### src/rtl/dpil_pkg.sv
// constants, types and states shared by the debug port instruction layer.
// assumes a byte-level uart phy that reports sync, break and bit-time ticks.
package dpil_pkg;
  // instruction byte: class in the top three bits
  localparam int OP_LSB = 5;
  localparam logic [2:0] OP_READ_IND = 3'h1;
  localparam logic [2:0] OP_WRITE_IND = 3'h3;
  localparam logic [2:0] OP_READ_CS = 3'h4;
  localparam logic [2:0] OP_REPEAT = 3'h5;
  localparam logic [2:0] OP_WRITE_CS = 3'h6;
  localparam logic [2:0] OP_KEY = 3'h7;
  // pointer mode field and size field
  localparam int PTR_LSB = 2;
  localparam logic [1:0] PTR_PLAIN = 2'h0;
  localparam logic [1:0] PTR_POSTINC = 2'h1;
  localparam logic [1:0] PTR_LOAD = 2'h2;
  localparam logic [1:0] SIZE_BYTE = 2'h0;
  localparam logic [1:0] SIZE_WORD = 2'h1;
  localparam int SIB_FLAG_BIT = 2;
  localparam logic [4:0] KEY_BYTES = 5'h08;
  localparam logic [4:0] SIB_BYTES_LONG = 5'h10;
  localparam logic [7:0] ACK_CHAR = 8'h40;
  // control space
  localparam logic [3:0] CS_STATUS = 4'h0;
  localparam logic [3:0] CS_CTRL_A = 4'h2;
  localparam logic [3:0] CS_CTRL_B = 4'h3;
  localparam logic [7:0] CS_RESET = 8'h00;
  localparam int GT_LSB = 0;
  localparam logic [2:0] GT_NONE = 3'h7;
  localparam logic [7:0] GT_MAX_BITS = 8'h80;
  localparam int GAP_EN_BIT = 0;
  localparam logic [7:0] GAP_BITS = 8'h02;
  localparam int WB_IDX_LSB = 2;
  localparam int WB_MAP_BITS = 6;

  typedef enum logic [2:0] {
    ST_WAIT_SYNC, ST_INSTR, ST_RXOP, ST_BUSWR, ST_BUSRD, ST_TX
  } dpil_state_e;

  typedef struct packed {
    logic we;
    logic word;
    logic [15:0] addr;
    logic [15:0] wdata;
  } dpil_mem_req_s;

  typedef struct packed {
    logic first;
    logic [7:0] data;
  } dpil_tx_s;
endpackage

### src/rtl/dpil_tx_pacer.sv
// transmit pacing: idle bits before each byte handed to the phy.
// assumes bit_tick_i pulses once per bit time at the current baud rate.
`timescale 1ns/1ps
module dpil_tx_pacer (
  input wire logic sys_clk_i,
  input wire logic reset_i,
  input wire logic req_valid_i,
  input wire dpil_pkg::dpil_tx_s req_i,
  output logic req_ready_o,
  input wire logic bit_tick_i,
  input wire logic [7:0] guard_bits_i,
  input wire logic gap_en_i,
  output logic tx_valid_o,
  output logic [7:0] tx_data_o,
  input wire logic tx_ready_i
);
  logic busy_q;
  logic [7:0] wait_q;
  logic [7:0] data_q;

  assign req_ready_o = !busy_q;
  assign tx_valid_o = busy_q && (wait_q == 8'h00);
  assign tx_data_o = data_q;

  always_ff @(posedge sys_clk_i or posedge reset_i) begin
    if (reset_i) begin
      busy_q <= 1'b0;
      wait_q <= 8'h00;
      data_q <= 8'h00;
    end else if (req_valid_i && !busy_q) begin
      busy_q <= 1'b1;
      data_q <= req_i.data;
      // turnaround byte waits guard only; gap never stacks on it
      wait_q <= req_i.first ? guard_bits_i : (gap_en_i ? dpil_pkg::GAP_BITS : 8'h00);
    end else if (busy_q && wait_q != 8'h00) begin
      if (bit_tick_i) begin
        wait_q <= wait_q - 8'h01;
      end
    end else if (tx_valid_o && tx_ready_i) begin
      busy_q <= 1'b0;
    end
  end
endmodule

### src/rtl/dpil_cs_regs.sv
// 16-byte control/status space, reachable by the debugger and by wishbone.
// assumes a classic wishbone master holding each request until ack.
`timescale 1ns/1ps
module dpil_cs_regs #(
  parameter int AW = 8
) (
  input wire logic sys_clk_i,
  input wire logic reset_i,
  input wire logic wb_cyc_i,
  input wire logic wb_stb_i,
  input wire logic wb_we_i,
  input wire logic [AW-1:0] wb_adr_i,
  input wire logic [3:0] wb_sel_i,
  input wire logic [31:0] wb_dat_i,
  output logic [31:0] wb_dat_o,
  output logic wb_ack_o,
  input wire logic dbg_we_i,
  input wire logic [3:0] dbg_addr_i,
  input wire logic [7:0] dbg_wdata_i,
  output logic [7:0] dbg_rdata_o,
  input wire logic [7:0] status_i,
  output logic [2:0] guard_val_o,
  output logic gap_en_o
);
  logic [7:0] regs_q [16];
  logic ack_q;
  logic [31:0] dat_q;
  logic [3:0] wb_idx;
  logic wb_mapped;

  // index field and unmapped-range test both need six address bits
  if (AW < dpil_pkg::WB_MAP_BITS) begin
    $error("wishbone address too narrow");
  end

  function automatic logic [7:0] rd(input logic [3:0] a, input logic [7:0] st);
    rd = (a == dpil_pkg::CS_STATUS) ? st : regs_q[a];
  endfunction

  assign wb_idx = wb_adr_i[dpil_pkg::WB_IDX_LSB +: 4];
  assign wb_mapped = (wb_adr_i[AW-1:dpil_pkg::WB_MAP_BITS] == '0);
  assign wb_ack_o = ack_q;
  assign wb_dat_o = dat_q;
  assign dbg_rdata_o = rd(dbg_addr_i, status_i);
  assign guard_val_o = regs_q[dpil_pkg::CS_CTRL_A][dpil_pkg::GT_LSB +: 3];
  assign gap_en_o = regs_q[dpil_pkg::CS_CTRL_B][dpil_pkg::GAP_EN_BIT];

  always_ff @(posedge sys_clk_i or posedge reset_i) begin
    if (reset_i) begin
      ack_q <= 1'b0;
      dat_q <= 32'h0000_0000;
    end else begin
      ack_q <= wb_cyc_i && wb_stb_i && !ack_q;
      dat_q <= wb_mapped ? {24'h000000, rd(wb_idx, status_i)} : 32'h0000_0000;
    end
  end

  // debugger write wins over a bus write in the same cycle
  always_ff @(posedge sys_clk_i or posedge reset_i) begin
    if (reset_i) begin
      for (int i = 0; i < 16; i++) regs_q[i] <= dpil_pkg::CS_RESET;
    end else if (dbg_we_i && dbg_addr_i != dpil_pkg::CS_STATUS) begin
      regs_q[dbg_addr_i] <= dbg_wdata_i;
    end else if (wb_cyc_i && wb_stb_i && wb_we_i && ack_q && wb_sel_i[0] && wb_mapped
                 && wb_idx != dpil_pkg::CS_STATUS) begin
      regs_q[wb_idx] <= wb_dat_i[7:0];
    end
  end
endmodule

### src/rtl/dpil_core.sv
// instruction layer of the one_wire_debug_port: decodes instruction frames,
// runs indirect bus access, control space access, repeat and key exchange.
// assumes a uart phy below (bytes, sync, break, bit ticks) and a bus
// that answers each request with a one-cycle ack.
//
// Design decisions made here: the register addresses and the Wishbone slave port.
`timescale 1ns/1ps

module dpil_core #(
  parameter int AW = 8,
  parameter logic [127:0] SIB_DATA = 128'h0123_4567_89AB_CDEF_0123_4567_89AB_CDEF
) (
  input wire logic sys_clk_i,
  input wire logic reset_i,
  input wire logic sync_i,
  input wire logic break_i,
  input wire logic bit_tick_i,
  input wire logic rx_valid_i,
  input wire logic [7:0] rx_data_i,
  output logic tx_valid_o,
  output logic [7:0] tx_data_o,
  input wire logic tx_ready_i,
  output logic mem_valid_o,
  output dpil_pkg::dpil_mem_req_s mem_req_o,
  input wire logic mem_ack_i,
  input wire logic [15:0] mem_rdata_i,
  output logic [63:0] key_o,
  output logic key_valid_o,
  input wire logic wb_cyc_i,
  input wire logic wb_stb_i,
  input wire logic wb_we_i,
  input wire logic [AW-1:0] wb_adr_i,
  input wire logic [3:0] wb_sel_i,
  input wire logic [31:0] wb_dat_i,
  output logic [31:0] wb_dat_o,
  output logic wb_ack_o
);
  dpil_pkg::dpil_state_e state_q;
  logic [7:0] op_q;
  logic [4:0] cnt_q;
  logic [15:0] buf_q;
  logic [15:0] ptr_q;
  logic [7:0] rpt_q;
  logic [127:0] txb_q;
  logic turn_q;
  logic [63:0] key_q;
  logic key_valid_q;

  logic [7:0] cur_op;
  logic new_op;
  logic again;
  logic begin_op;
  logic last_rx;
  logic tx_take;
  logic finish;
  logic [15:0] operand;
  logic cs_we;
  logic [7:0] cs_rdata;
  logic [7:0] status;
  logic [2:0] guard_val;
  logic gap_en;
  logic pacer_ready;
  dpil_pkg::dpil_tx_s tx_req;

  function automatic logic [2:0] op_class(input logic [7:0] op);
    op_class = op[dpil_pkg::OP_LSB +: 3];
  endfunction

  function automatic logic [1:0] ptr_mode(input logic [7:0] op);
    ptr_mode = op[dpil_pkg::PTR_LSB +: 2];
  endfunction

  function automatic logic is_word(input logic [7:0] op);
    is_word = (op[1:0] == dpil_pkg::SIZE_WORD);
  endfunction

  // reserved widths, pointer modes and key sizes drop the instruction
  function automatic logic legal(input logic [7:0] op);
    logic sz_ok;
    sz_ok = (op[1:0] == dpil_pkg::SIZE_BYTE) || (op[1:0] == dpil_pkg::SIZE_WORD);
    unique case (op_class(op))
      dpil_pkg::OP_READ_IND: legal = sz_ok && (ptr_mode(op) <= dpil_pkg::PTR_LOAD);
      dpil_pkg::OP_WRITE_IND: legal = sz_ok && (ptr_mode(op) <= dpil_pkg::PTR_LOAD);
      dpil_pkg::OP_READ_CS: legal = 1'b1;
      dpil_pkg::OP_WRITE_CS: legal = 1'b1;
      dpil_pkg::OP_REPEAT: legal = (op[1:0] == dpil_pkg::SIZE_BYTE);
      // a key is only ever 64 bits; info block may be 8 or 16 bytes
      dpil_pkg::OP_KEY: legal = op[dpil_pkg::SIB_FLAG_BIT] ? sz_ok
                                : (op[1:0] == dpil_pkg::SIZE_BYTE);
      default: legal = 1'b0;
    endcase
  endfunction

  // bytes to receive or transmit for one pass of the instruction
  function automatic logic [4:0] op_len(input logic [7:0] op);
    unique case (op_class(op))
      dpil_pkg::OP_READ_IND: op_len = is_word(op) ? 5'h02 : 5'h01;
      dpil_pkg::OP_WRITE_IND: op_len = is_word(op) ? 5'h02 : 5'h01;
      dpil_pkg::OP_KEY: op_len = (op[dpil_pkg::SIB_FLAG_BIT] && is_word(op))
                                 ? dpil_pkg::SIB_BYTES_LONG : dpil_pkg::KEY_BYTES;
      default: op_len = 5'h01;
    endcase
  endfunction

  function automatic dpil_pkg::dpil_state_e op_entry(input logic [7:0] op);
    unique case (op_class(op))
      dpil_pkg::OP_READ_IND: op_entry = (ptr_mode(op) == dpil_pkg::PTR_LOAD)
                                        ? dpil_pkg::ST_TX : dpil_pkg::ST_BUSRD;
      dpil_pkg::OP_READ_CS: op_entry = dpil_pkg::ST_TX;
      dpil_pkg::OP_KEY: op_entry = op[dpil_pkg::SIB_FLAG_BIT]
                                   ? dpil_pkg::ST_TX : dpil_pkg::ST_RXOP;
      default: op_entry = dpil_pkg::ST_RXOP;
    endcase
  endfunction

  // code 7 means no idle bits; lower codes halve a long guard each step
  function automatic logic [7:0] guard_bits(input logic [2:0] gt);
    guard_bits = (gt == dpil_pkg::GT_NONE) ? 8'h00 : (dpil_pkg::GT_MAX_BITS >> gt);
  endfunction

  function automatic logic [15:0] ptr_step(input logic [15:0] p, input logic [7:0] op);
    ptr_step = p + (is_word(op) ? 16'h0002 : 16'h0001);
  endfunction

  assign cur_op = (state_q == dpil_pkg::ST_INSTR) ? rx_data_i : op_q;
  assign new_op = (state_q == dpil_pkg::ST_INSTR) && rx_valid_i && legal(rx_data_i);
  assign last_rx = (state_q == dpil_pkg::ST_RXOP) && rx_valid_i && (cnt_q == 5'h01);
  assign tx_take = (state_q == dpil_pkg::ST_TX) && pacer_ready;
  // an instruction ends after its last output byte, or after its last
  // operand when it answers nothing (control store, repeat, key)
  assign finish = (tx_take && cnt_q == 5'h01)
                  || (last_rx && (op_class(op_q) == dpil_pkg::OP_WRITE_CS
                                  || op_class(op_q) == dpil_pkg::OP_REPEAT
                                  || op_class(op_q) == dpil_pkg::OP_KEY));
  // repeat passes restart straight at the instruction's entry state (op_entry), no sync, no opcode
  assign again = finish && rpt_q != 8'h00
                 && op_class(op_q) != dpil_pkg::OP_REPEAT;
  assign begin_op = new_op || again;
  assign operand = is_word(op_q) ? {rx_data_i, buf_q[15:8]} : {8'h00, rx_data_i};
  assign cs_we = last_rx && op_class(op_q) == dpil_pkg::OP_WRITE_CS;
  assign status = {5'h00, state_q == dpil_pkg::ST_TX, rpt_q != 8'h00,
                   state_q != dpil_pkg::ST_WAIT_SYNC};

  assign mem_valid_o = (state_q == dpil_pkg::ST_BUSWR) || (state_q == dpil_pkg::ST_BUSRD);
  assign mem_req_o.we = (state_q == dpil_pkg::ST_BUSWR);
  assign mem_req_o.word = is_word(op_q);
  assign mem_req_o.addr = ptr_q;
  assign mem_req_o.wdata = buf_q;
  assign key_o = key_q;
  assign key_valid_o = key_valid_q;

  assign tx_req.first = turn_q;
  assign tx_req.data = txb_q[7:0];

  // instruction sequencing
  always_ff @(posedge sys_clk_i or posedge reset_i) begin
    if (reset_i) begin
      state_q <= dpil_pkg::ST_WAIT_SYNC;
    end else if (break_i) begin
      state_q <= dpil_pkg::ST_WAIT_SYNC;
    end else begin
      unique case (state_q)
        dpil_pkg::ST_WAIT_SYNC: begin
          if (sync_i) begin
            state_q <= dpil_pkg::ST_INSTR;
          end
        end
        dpil_pkg::ST_INSTR: begin
          if (rx_valid_i) begin
            state_q <= legal(rx_data_i) ? op_entry(rx_data_i) : dpil_pkg::ST_WAIT_SYNC;
          end
        end
        dpil_pkg::ST_RXOP: begin
          if (last_rx) begin
            if (op_class(op_q) != dpil_pkg::OP_WRITE_IND) begin
              state_q <= again ? op_entry(op_q) : dpil_pkg::ST_WAIT_SYNC;
            end else if (ptr_mode(op_q) == dpil_pkg::PTR_LOAD) begin
              state_q <= dpil_pkg::ST_TX;
            end else begin
              state_q <= dpil_pkg::ST_BUSWR;
            end
          end
        end
        dpil_pkg::ST_BUSWR: begin
          if (mem_ack_i) begin
            state_q <= dpil_pkg::ST_TX;
          end
        end
        dpil_pkg::ST_BUSRD: begin
          if (mem_ack_i) begin
            state_q <= dpil_pkg::ST_TX;
          end
        end
        dpil_pkg::ST_TX: begin
          if (finish) begin
            state_q <= again ? op_entry(op_q) : dpil_pkg::ST_WAIT_SYNC;
          end
        end
      endcase
    end
  end

  // opcode and byte counter
  always_ff @(posedge sys_clk_i or posedge reset_i) begin
    if (reset_i) begin
      op_q <= 8'h00;
      cnt_q <= 5'h00;
    end else begin
      if (new_op) begin
        op_q <= rx_data_i;
      end
      if (begin_op) begin
        cnt_q <= op_len(cur_op);
      end else if ((state_q == dpil_pkg::ST_BUSWR && mem_ack_i)
                   || (last_rx && op_class(op_q) == dpil_pkg::OP_WRITE_IND)) begin
        // acknowledge byte count; must beat the operand decrement below
        cnt_q <= 5'h01;
      end else if ((state_q == dpil_pkg::ST_RXOP && rx_valid_i) || tx_take) begin
        cnt_q <= cnt_q - 5'h01;
      end else if (state_q == dpil_pkg::ST_BUSRD && mem_ack_i) begin
        cnt_q <= op_len(op_q);
      end
    end
  end

  // operand assembly, least significant byte first
  always_ff @(posedge sys_clk_i or posedge reset_i) begin
    if (reset_i) begin
      buf_q <= 16'h0000;
    end else if (state_q == dpil_pkg::ST_RXOP && rx_valid_i) begin
      buf_q <= last_rx ? operand : {rx_data_i, buf_q[15:8]};
    end
  end

  // address pointer
  always_ff @(posedge sys_clk_i or posedge reset_i) begin
    if (reset_i) begin
      ptr_q <= 16'h0000;
    end else if (last_rx && op_class(op_q) == dpil_pkg::OP_WRITE_IND
                 && ptr_mode(op_q) == dpil_pkg::PTR_LOAD) begin
      ptr_q <= operand;
    end else if (mem_valid_o && mem_ack_i && ptr_mode(op_q) == dpil_pkg::PTR_POSTINC) begin
      // post-increment only once the access is done; plain mode keeps it
      ptr_q <= ptr_step(ptr_q, op_q);
    end
  end

  // repeat counter; a break or reset drops a pending count, and a new repeat operand replaces it
  always_ff @(posedge sys_clk_i or posedge reset_i) begin
    if (reset_i) begin
      rpt_q <= 8'h00;
    end else if (break_i) begin
      rpt_q <= 8'h00;
    end else if (last_rx && op_class(op_q) == dpil_pkg::OP_REPEAT) begin
      rpt_q <= rx_data_i;
    end else if (again) begin
      rpt_q <= rpt_q - 8'h01;
    end
  end

  // transmit shift buffer
  always_ff @(posedge sys_clk_i or posedge reset_i) begin
    if (reset_i) begin
      txb_q <= '0;
    end else if (begin_op && op_class(cur_op) == dpil_pkg::OP_READ_IND) begin
      txb_q <= {112'h0, ptr_q};
    end else if (begin_op && op_class(cur_op) == dpil_pkg::OP_READ_CS) begin
      txb_q <= {120'h0, cs_rdata};
    end else if (begin_op && op_class(cur_op) == dpil_pkg::OP_KEY) begin
      txb_q <= SIB_DATA;
    end else if ((state_q == dpil_pkg::ST_BUSWR && mem_ack_i)
                 || (last_rx && op_class(op_q) == dpil_pkg::OP_WRITE_IND)) begin
      txb_q <= {120'h0, dpil_pkg::ACK_CHAR};
    end else if (state_q == dpil_pkg::ST_BUSRD && mem_ack_i) begin
      txb_q <= {112'h0, mem_rdata_i};
    end else if (tx_take) begin
      txb_q <= {8'h00, txb_q[127:8]};
    end
  end

  // direction turnaround: any received byte makes the next output a first byte
  always_ff @(posedge sys_clk_i or posedge reset_i) begin
    if (reset_i) begin
      turn_q <= 1'b1;
    end else if (rx_valid_i) begin
      turn_q <= 1'b1;
    end else if (tx_take) begin
      turn_q <= 1'b0;
    end
  end

  // key capture; no reply is queued for it
  always_ff @(posedge sys_clk_i or posedge reset_i) begin
    if (reset_i) begin
      key_q <= 64'h0;
      key_valid_q <= 1'b0;
    end else begin
      key_valid_q <= last_rx && op_class(op_q) == dpil_pkg::OP_KEY;
      if (state_q == dpil_pkg::ST_RXOP && rx_valid_i && op_class(op_q) == dpil_pkg::OP_KEY) begin
        key_q <= {rx_data_i, key_q[63:8]};
      end
    end
  end

  dpil_cs_regs #(
    .AW(AW)
  ) u_regs (
    .sys_clk_i(sys_clk_i),
    .reset_i(reset_i),
    .wb_cyc_i(wb_cyc_i),
    .wb_stb_i(wb_stb_i),
    .wb_we_i(wb_we_i),
    .wb_adr_i(wb_adr_i),
    .wb_sel_i(wb_sel_i),
    .wb_dat_i(wb_dat_i),
    .wb_dat_o(wb_dat_o),
    .wb_ack_o(wb_ack_o),
    .dbg_we_i(cs_we),
    .dbg_addr_i(cur_op[3:0]),
    .dbg_wdata_i(rx_data_i),
    .dbg_rdata_o(cs_rdata),
    .status_i(status),
    .guard_val_o(guard_val),
    .gap_en_o(gap_en)
  );

  // guard time and interbyte gap are counted in bit ticks of the live baud
  dpil_tx_pacer u_pacer (
    .sys_clk_i(sys_clk_i),
    .reset_i(reset_i),
    .req_valid_i(state_q == dpil_pkg::ST_TX),
    .req_i(tx_req),
    .req_ready_o(pacer_ready),
    .bit_tick_i(bit_tick_i),
    .guard_bits_i(guard_bits(guard_val)),
    .gap_en_i(gap_en),
    .tx_valid_o(tx_valid_o),
    .tx_data_o(tx_data_o),
    .tx_ready_i(tx_ready_i)
  );
endmodule

### config.mk
export PLATFORM = sky130hd
export DESIGN_NAME = dpil_core
export DESIGN_NICKNAME = d
export VERILOG_FILES = /design/src/rtl/dpil_pkg.sv /design/src/rtl/dpil_tx_pacer.sv /design/src/rtl/dpil_cs_regs.sv /design/src/rtl/dpil_core.sv
export SDC_FILE = /design/constraint.sdc
export NUM_CORES = 1
export LEC_CHECK = 0
export ABC_AREA = 1
export BUFFER_PORTS_ARGS = -buffer_cell sky130_fd_sc_hd__buf_4
export CORE_AREA = 8 8 201 184
export DETAILED_ROUTE_END_ITERATION = 16
export DIE_AREA = 0 0 209 192
export PLACE_DENSITY = 0.8
export SLEW_MARGIN = 20
export SYNTH_ARGS = -nofsm -noshare
export SYNTH_HDL_FRONTEND = slang
export SYNTH_HIERARCHICAL = 1
export SYNTH_SLANG_ARGS = --single-unit
### constraint.sdc
create_clock -name sys_clk_i -period 9.4 [get_ports sys_clk_i]
set_input_delay 0.47 -clock sys_clk_i [delete_from_list [all_inputs] [get_ports sys_clk_i]]
set_output_delay 0.47 -clock sys_clk_i [all_outputs]
set_load 0.02 [all_outputs]
* Word level (Yosys, flattened, before mapping) *
Index checks and enable logic that the tools add are counted.

operators by class
  $add $sub $neg = 4
  multiply operators = 0
  div/mod/pow operators = 0
  order comparisons = 5
  equal/unequal tests = 37
  shifts and indexed selects = 1
  muxes and demuxes = 75
  bitwise operators = 2
  reductions and logical operators = 76

operators with widths
  cell                                                                           count
  128-bit two-way mux                                                            8
  128-bit bitwise mux                                                            2
  8-bit two-way mux                                                              18
  8-bit binary-select mux with 4-bit select                                      2
  8-bit demux with 4-bit select                                                  2
  16-bit two-way mux                                                             4
  3-bit equality test (second input constant)                                    13
  1-bit logical AND                                                              38
  3-bit two-way mux                                                              12
  5-bit two-way mux                                                              6
  5-bit case mux with 2 select lines                                             2
  3-bit case mux with 3 select lines                                             2
  16-bit by 2-bit adder with 16-bit output                                       1
  8-bit nonzero test                                                             2
  8-bit by 1-bit subtractor with 8-bit output (second input constant)            2
  3-bit by 2-bit equality test with 1-bit output (second input constant)         5
  3-bit != test (second input constant)                                          5
  3-bit case mux with 5 select lines                                             1
  3-bit by 1-bit equality test with 1-bit output (second input constant)         4
  2-bit nonzero test                                                             6
  4-bit nonzero test                                                             3
  1-bit two-way mux                                                              11
  5-bit >= comparator (second input constant)                                    2
  5-bit by 1-bit less-than comparator with 1-bit output (second input constant)  2
  other kinds (23)                                                               47

word-level totals
  bits in registers = 428
  bits in latches = 0
  memory bits (writable) = 0
  bits in read-only memories = 0
  bits of input ports = 79
  output and inout port bits = 142
  word-level logic and storage cells = 231
  memories kept = 0

* Longest topological paths before layout *
  word-level depth = 12
  gate-level depth with buffers = 23
  depth with buffers taken out = 20

* Cells and area by module *
The synthesis kept the hierarchy.

by module, submodules not included
  module         instances  cells an instance  area an instance (µm²)  seq. area each (µm²)
  dpil_cs_regs   1          1580               9510.4                  3253.1
  dpil_core      1          1130               9277.6                  4480.5
  dpil_tx_pacer  1          131                1003.5                  425.4

* Least setup slack after synthesis *
Ideal clock, no wire load.

  path kind = reg2reg
  from = reg op_q[0]
  to = reg ptr_q[14]
  setup time = 0.087 ns
  data arrival time = 2.587 ns
  data required time = 9.313 ns
  path slack = 6.726 ns
  cell stages (with the launch flop) = 15
  path buffers = 2
  period minus slack after synthesis = 2.674 ns
  cells stage by stage = dfrtp_1 -> nand2_1 -> clkbuf_1 -> clkbuf_1 -> ha_1 -> inv_1 -> fa_1 -> nor2_1 -> nand2_1 -> nor2_1 -> nand4_1 -> nor2_1 -> xor2_1 -> nand2_1 -> a22oi_1

between the ends
  cells in the longest elaborated chain, start to end = 5
  elaborated cells on any way between the ends = 6
  classes of those cells = 1 x add/sub; 1 x eq/ne; 4 x mux

RTL lines
  element                                             line              RTL
  start, declared                                     dpil_core.sv:39   logic [7:0] op_q;
  start signal, assigned                              dpil_core.sv:210  op_q <= rx_data_i;
  2-bit by 1-bit equality test with 1-bit output (*)  dpil_core.sv:74   is_word = (op[1:0] == dpil_pkg::SIZE_WORD);
  2-bit two-way mux                                   dpil_core.sv:122  ptr_step = p + (is_word(op) ? 16'h0002 : 16'h0001);
  16-bit by 2-bit adder with 16-bit output            dpil_core.sv:122
  16-bit two-way mux                                  dpil_core.sv:242  end else if (mem_valid_o && mem_ack_i && ptr_mode(op_q) == dpil_pkg::PTR_POSTINC) begin
  16-bit two-way mux (*)                              dpil_core.sv:239  end else if (last_rx && op_class(op_q) == dpil_pkg::OP_WRITE_IND
  end signal, assigned                                dpil_core.sv:241  ptr_q <= operand;
  end signal, assigned                                dpil_core.sv:244  ptr_q <= ptr_step(ptr_q, op_q);
  end, declared                                       dpil_core.sv:42   logic [15:0] ptr_q;

Every way passes the cells marked *; elsewhere a longest branch is shown, timed or not. The select of a mux whose other input is x is not followed.
A chain may end at the register's enable or synchronous reset.

* Final worst setup path *
  from = reg state_q[2]
  to = reg u_regs/regs_q[114] (netlist bit)

between the ends
  cells in the longest elaborated chain, start to end = 9
  elaborated cells on any way between the ends = 17
  classes of those cells = 2 x order compare; 2 x eq/ne; 5 x mux; 1 x bitwise; 7 x reduce/logical

RTL lines
  element                                                                                                             line                RTL
  start, declared                                                                                                     dpil_core.sv:38     dpil_pkg::dpil_state_e state_q;
  start signal, assigned                                                                                              dpil_core.sv:158    state_q <= dpil_pkg::ST_WAIT_SYNC;
  start signal, assigned                                                                                              dpil_core.sv:160    state_q <= dpil_pkg::ST_WAIT_SYNC;
  start signal, assigned                                                                                              dpil_core.sv:165    state_q <= dpil_pkg::ST_INSTR;
  3-bit by 1-bit equality test with 1-bit output (*)                                                                  dpil_core.sv:125    assign cur_op = (state_q == dpil_pkg::ST_INSTR) ? rx_data_i : op_q;
  8-bit two-way mux (*)                                                                                               dpil_core.sv:125
  net cur_op[1]                                                                                                       dpil_core.sv:49     logic [7:0] cur_op;
  4-bit inverter with 5-bit output (implied by the code)                                                              dpil_cs_regs.sv:63  regs_q[dbg_addr_i] <= dbg_wdata_i;
  5-bit >= comparator (implied by the code) or 5-bit by 1-bit less-than comparator with 1-bit output (tied branches)  dpil_cs_regs.sv:63
  1-bit logical AND (implied by the code)                                                                             dpil_cs_regs.sv:63
  8-bit two-way mux (implied by the code)                                                                             dpil_cs_regs.sv:63
  8-bit demux with 4-bit select                                                                                       dpil_cs_regs.sv:63
  128-bit bitwise mux                                                                                                 dpil_cs_regs.sv:63
  128-bit two-way mux                                                                                                 dpil_cs_regs.sv:62  end else if (dbg_we_i && dbg_addr_i != dpil_pkg::CS_STATUS) begin
  end signal, assigned by index                                                                                       dpil_cs_regs.sv:63
  end signal, assigned by index                                                                                       dpil_cs_regs.sv:66  regs_q[wb_idx] <= wb_dat_i[7:0];
  end, declared                                                                                                       dpil_cs_regs.sv:25  logic [7:0] regs_q [16];

Mark *: on every way through the listed nets, which the timed path passes. The rest lies on a longest branch.

==> flow_summary.yaml <==
run_status:
  status: "completed"
clock_network:
  cts_tree: "built"
  post_cts_buffers: 0
  postCtsHoldBufs: 0
  cts_max_level: 2
  cts_root_buffer: "clkbuf_16"
  cts_resized: 0
  cts.sinks: 326
  clk_pin_slew_ns: 0.07
  clk_latency_ns: 0.54
  cts.path.max_buffers: 3
  cts_buffers: 36
synth:
  synth_fa_ha_area_share_pct: 0.544
  synth_compound_area_share_pct: 10.9
  yosysUniqueCellTypes: 54
  synth_cells: 2841
  synth_enable_flop_cells: 0
  synth_xor_xnor_area_share_pct: 0.575
  synth_top_family_by_area: "simple AND/OR/NAND/NOR gates"
  synthArstFlopShare_pct: 100
  yosys.area.top_type: "dfrtp_1"
  synth_seq_cells: 326
  ys_seq_area_share_pct: 41.2
  ys.flop_type: "dfrtp_1"
  synth_top_area_share_pct: 41.1
  synth-simple-area-share_pct: 36.2
  syn-cell-area_um2: 19800
  yosysWarnings: 6
  synthTopCellsByArea: "dfrtp_1 (41%), nand2_1 (22%), nand3_1 (6.8%)"
  avgSynthCellArea_um2: 6.97
  muxShareOfSynthArea_pct: 2.28
floorplanning:
  die_area_um2: 40100
  initial_core_util_pct: 59.1
  io_pins: 221
  dieWidth_um: 209
  core_area_um2: 33500
  dieHeight_um: 192
  fp-row-count: 64
drt:
  dr.pass1.iters: 8
  wl_per_cell_um: 19.1
  ant_nets: 0
  viasPerCell: 5.99
  num_vias: 20300
  drt_iter0_drc: 2881
  wl_mm: 64.7
  drc_errors: 0
placed_design:
  hpwl_mm: 43.6
  dpl_worst_slack_ns: 5.47
  place_congestion: 0.981
  io_buffers: 167
timing:
  fin_setup_tns_ns: 0
  tightest_slew_ns: 1.17
  drv_slew: 0
  finalSetupViolCount: 0
  fin_skew_ns: 0.0145
  period_share_pct: 43.8
  fmax_ghz: 0.243
  worst_slack_ns: 5.28
  slew_headroom_pct: 21.8
  rsz0062_at_grt: "false"
  finalHoldViolations: 0
  period_needed_ns: 4.12
critical_path:
  r2r_start: "state_q[2]"
  worst-path-max-fanout: 71
  cp.arrival_ns: 4.59
  critPathLaunch: "state_q[2]"
  end_kind: "flop"
  worstRegToRegCells: 13
  setup.worst_path.class: "flop to flop"
  startpoint_type: "flop"
  required_ns: 9.87
grt:
  grt_max_degree: 94
  overflow: 0
  grt_pass1_vias: 18800
  gr-usage-all-layers_pct: 31.4
  antenna_found_initial: 0
  grt_pass1_wl_mm: 102
power:
  p_leak_nw: 11.7
  vdd_drop_max_v: 0.000125
  fin_total_pwr_mw: 4.32
  pwr_density_cell_nw_per_um2: 195
finish:
  layout_common_cells: "nand2_1 (1157), dfrtp_1 (325), nand3_1 (267), o21ai_0 (253), buf_4 (178)"
  final_common_cell: "nand2_1"
  nets: 3020
  area_delta_synth_final_pct: 12.0
  num_antenna_cells: 0
  drive_gt1_share_pct: 13.1
min_path:
  min_path_type: "input port to asynchronous set/reset pin"
job:
  drv_cap: 0
-- critical path: stages (launching register included) --
cell	delay, ns
dfrtp_1	0.43
inv_2	0.16
nand2_2	0.23
o21ai_0	0.38
inv_1	0.08
buf_4	0.23
nor2_4	0.19
nand2_4	0.13
nand2_4	0.12
buf_4	0.67
nand2_1	0.78
o21ai_0	0.37
nand3_1	0.14
nand2_1	0.12
-- power breakdown --
part	switching (mW)	internal (mW)	leakage [nW]
Clock	0.598	0.873	0.598
Combinational	0.868	0.332	6.70
Sequential	0.114	1.53	4.39
Total	1.58	2.74	11.7
-- metal layers --
layer | share of wire [%] | wire (um) | vias up | global-route usage (%)
met2 | 43 | 28100 | 1263 | 46.8
met5 | 0 | 0 | - | 0
li1 | - | - | 9267 | -
met1 | 40 | 26000 | 9539 | 42.6
met4 | 4.1 | 2670 | 0 | 14.0
met3 | 12 | 7930 | 212 | 8.52
-- synthesized netlist by cell type (all sizes together), types with 2 or more instances --
library cell and count:
buf 96, clkbuf 62, o21ai 276, inv 182, a211oi 5, xnor2 2, a22oi 6, or2 2
nand3 272, a21oi 81, o31ai 3, nand4 23, nand2 1189, a31oi 5, o22ai 16, ha 7
clkinv 7, o211ai 4, nor3 12, xor2 11, nor2 192, o221ai 7, mux2 40, dfrtp 325
conb 2, nand3b 7
-- worst paths after layout --
check | slack (ns) | endpoint
max | 5.28 | u_regs/regs_q[114]
min | 0.12 | u_regs/regs_q[14]
max reg2reg | 5.28 | u_regs/regs_q[114]
min reg2reg | 0.39 | u_regs/regs_q[125]
max in group asynchronous | 7.81 | u_regs/regs_q[72]
min in group sys_clk_i | 0.15 | u_regs/wb_ack_o
-- layout make-up --
type / instances / area (um^2)
clock buffer: 46 / 1010
timing repair buffer: 179 / 1350
tap: 429 / 537
inverter: 189 / 729
sequential: 326 / 8160
fill: 2899 / 11300
multi-input combinational: 2201 / 10200
clock inverter: 18 / 209
-- cells by family after synthesis --
logic type                 Yosys count
AOI/OAI and AO/OA                  405
adders and majority gates            8
muxes                               40
buffers and inverters              347
and+or+nand+nor                   1700
other                                2
xor gates and xnor gates            13
DFF                                326
-- metrics by stage --
stage          hold WS (ns)  utilization, %  cells  cell area, um^2
2_1_floorplan         0.396               -   2874            19900
3_3_place_gp          0.377            62.5   3324            20900
3_5_place_dp          0.377            62.6   3324            20900
4_1_cts               0.135            66.2   3388            22200
5_1_grt               0.143            66.2   3388            22200
6_report              0.116            66.2   3388            22200
-- state kept, by name (all words and copies together) (netlist names), 5 cells and up --
name               cells
u_pacer/tx_data_o      8
key_o                 64
rpt_q                  8
u_pacer/wait_q         8
buf_q                 16
u_regs/wb_dat_o        8
op_q                   7
cnt_q                  5
txb_q                 58
u_regs/regs_q        117
ptr_q                 16
(Power assumes the default switching activity.)
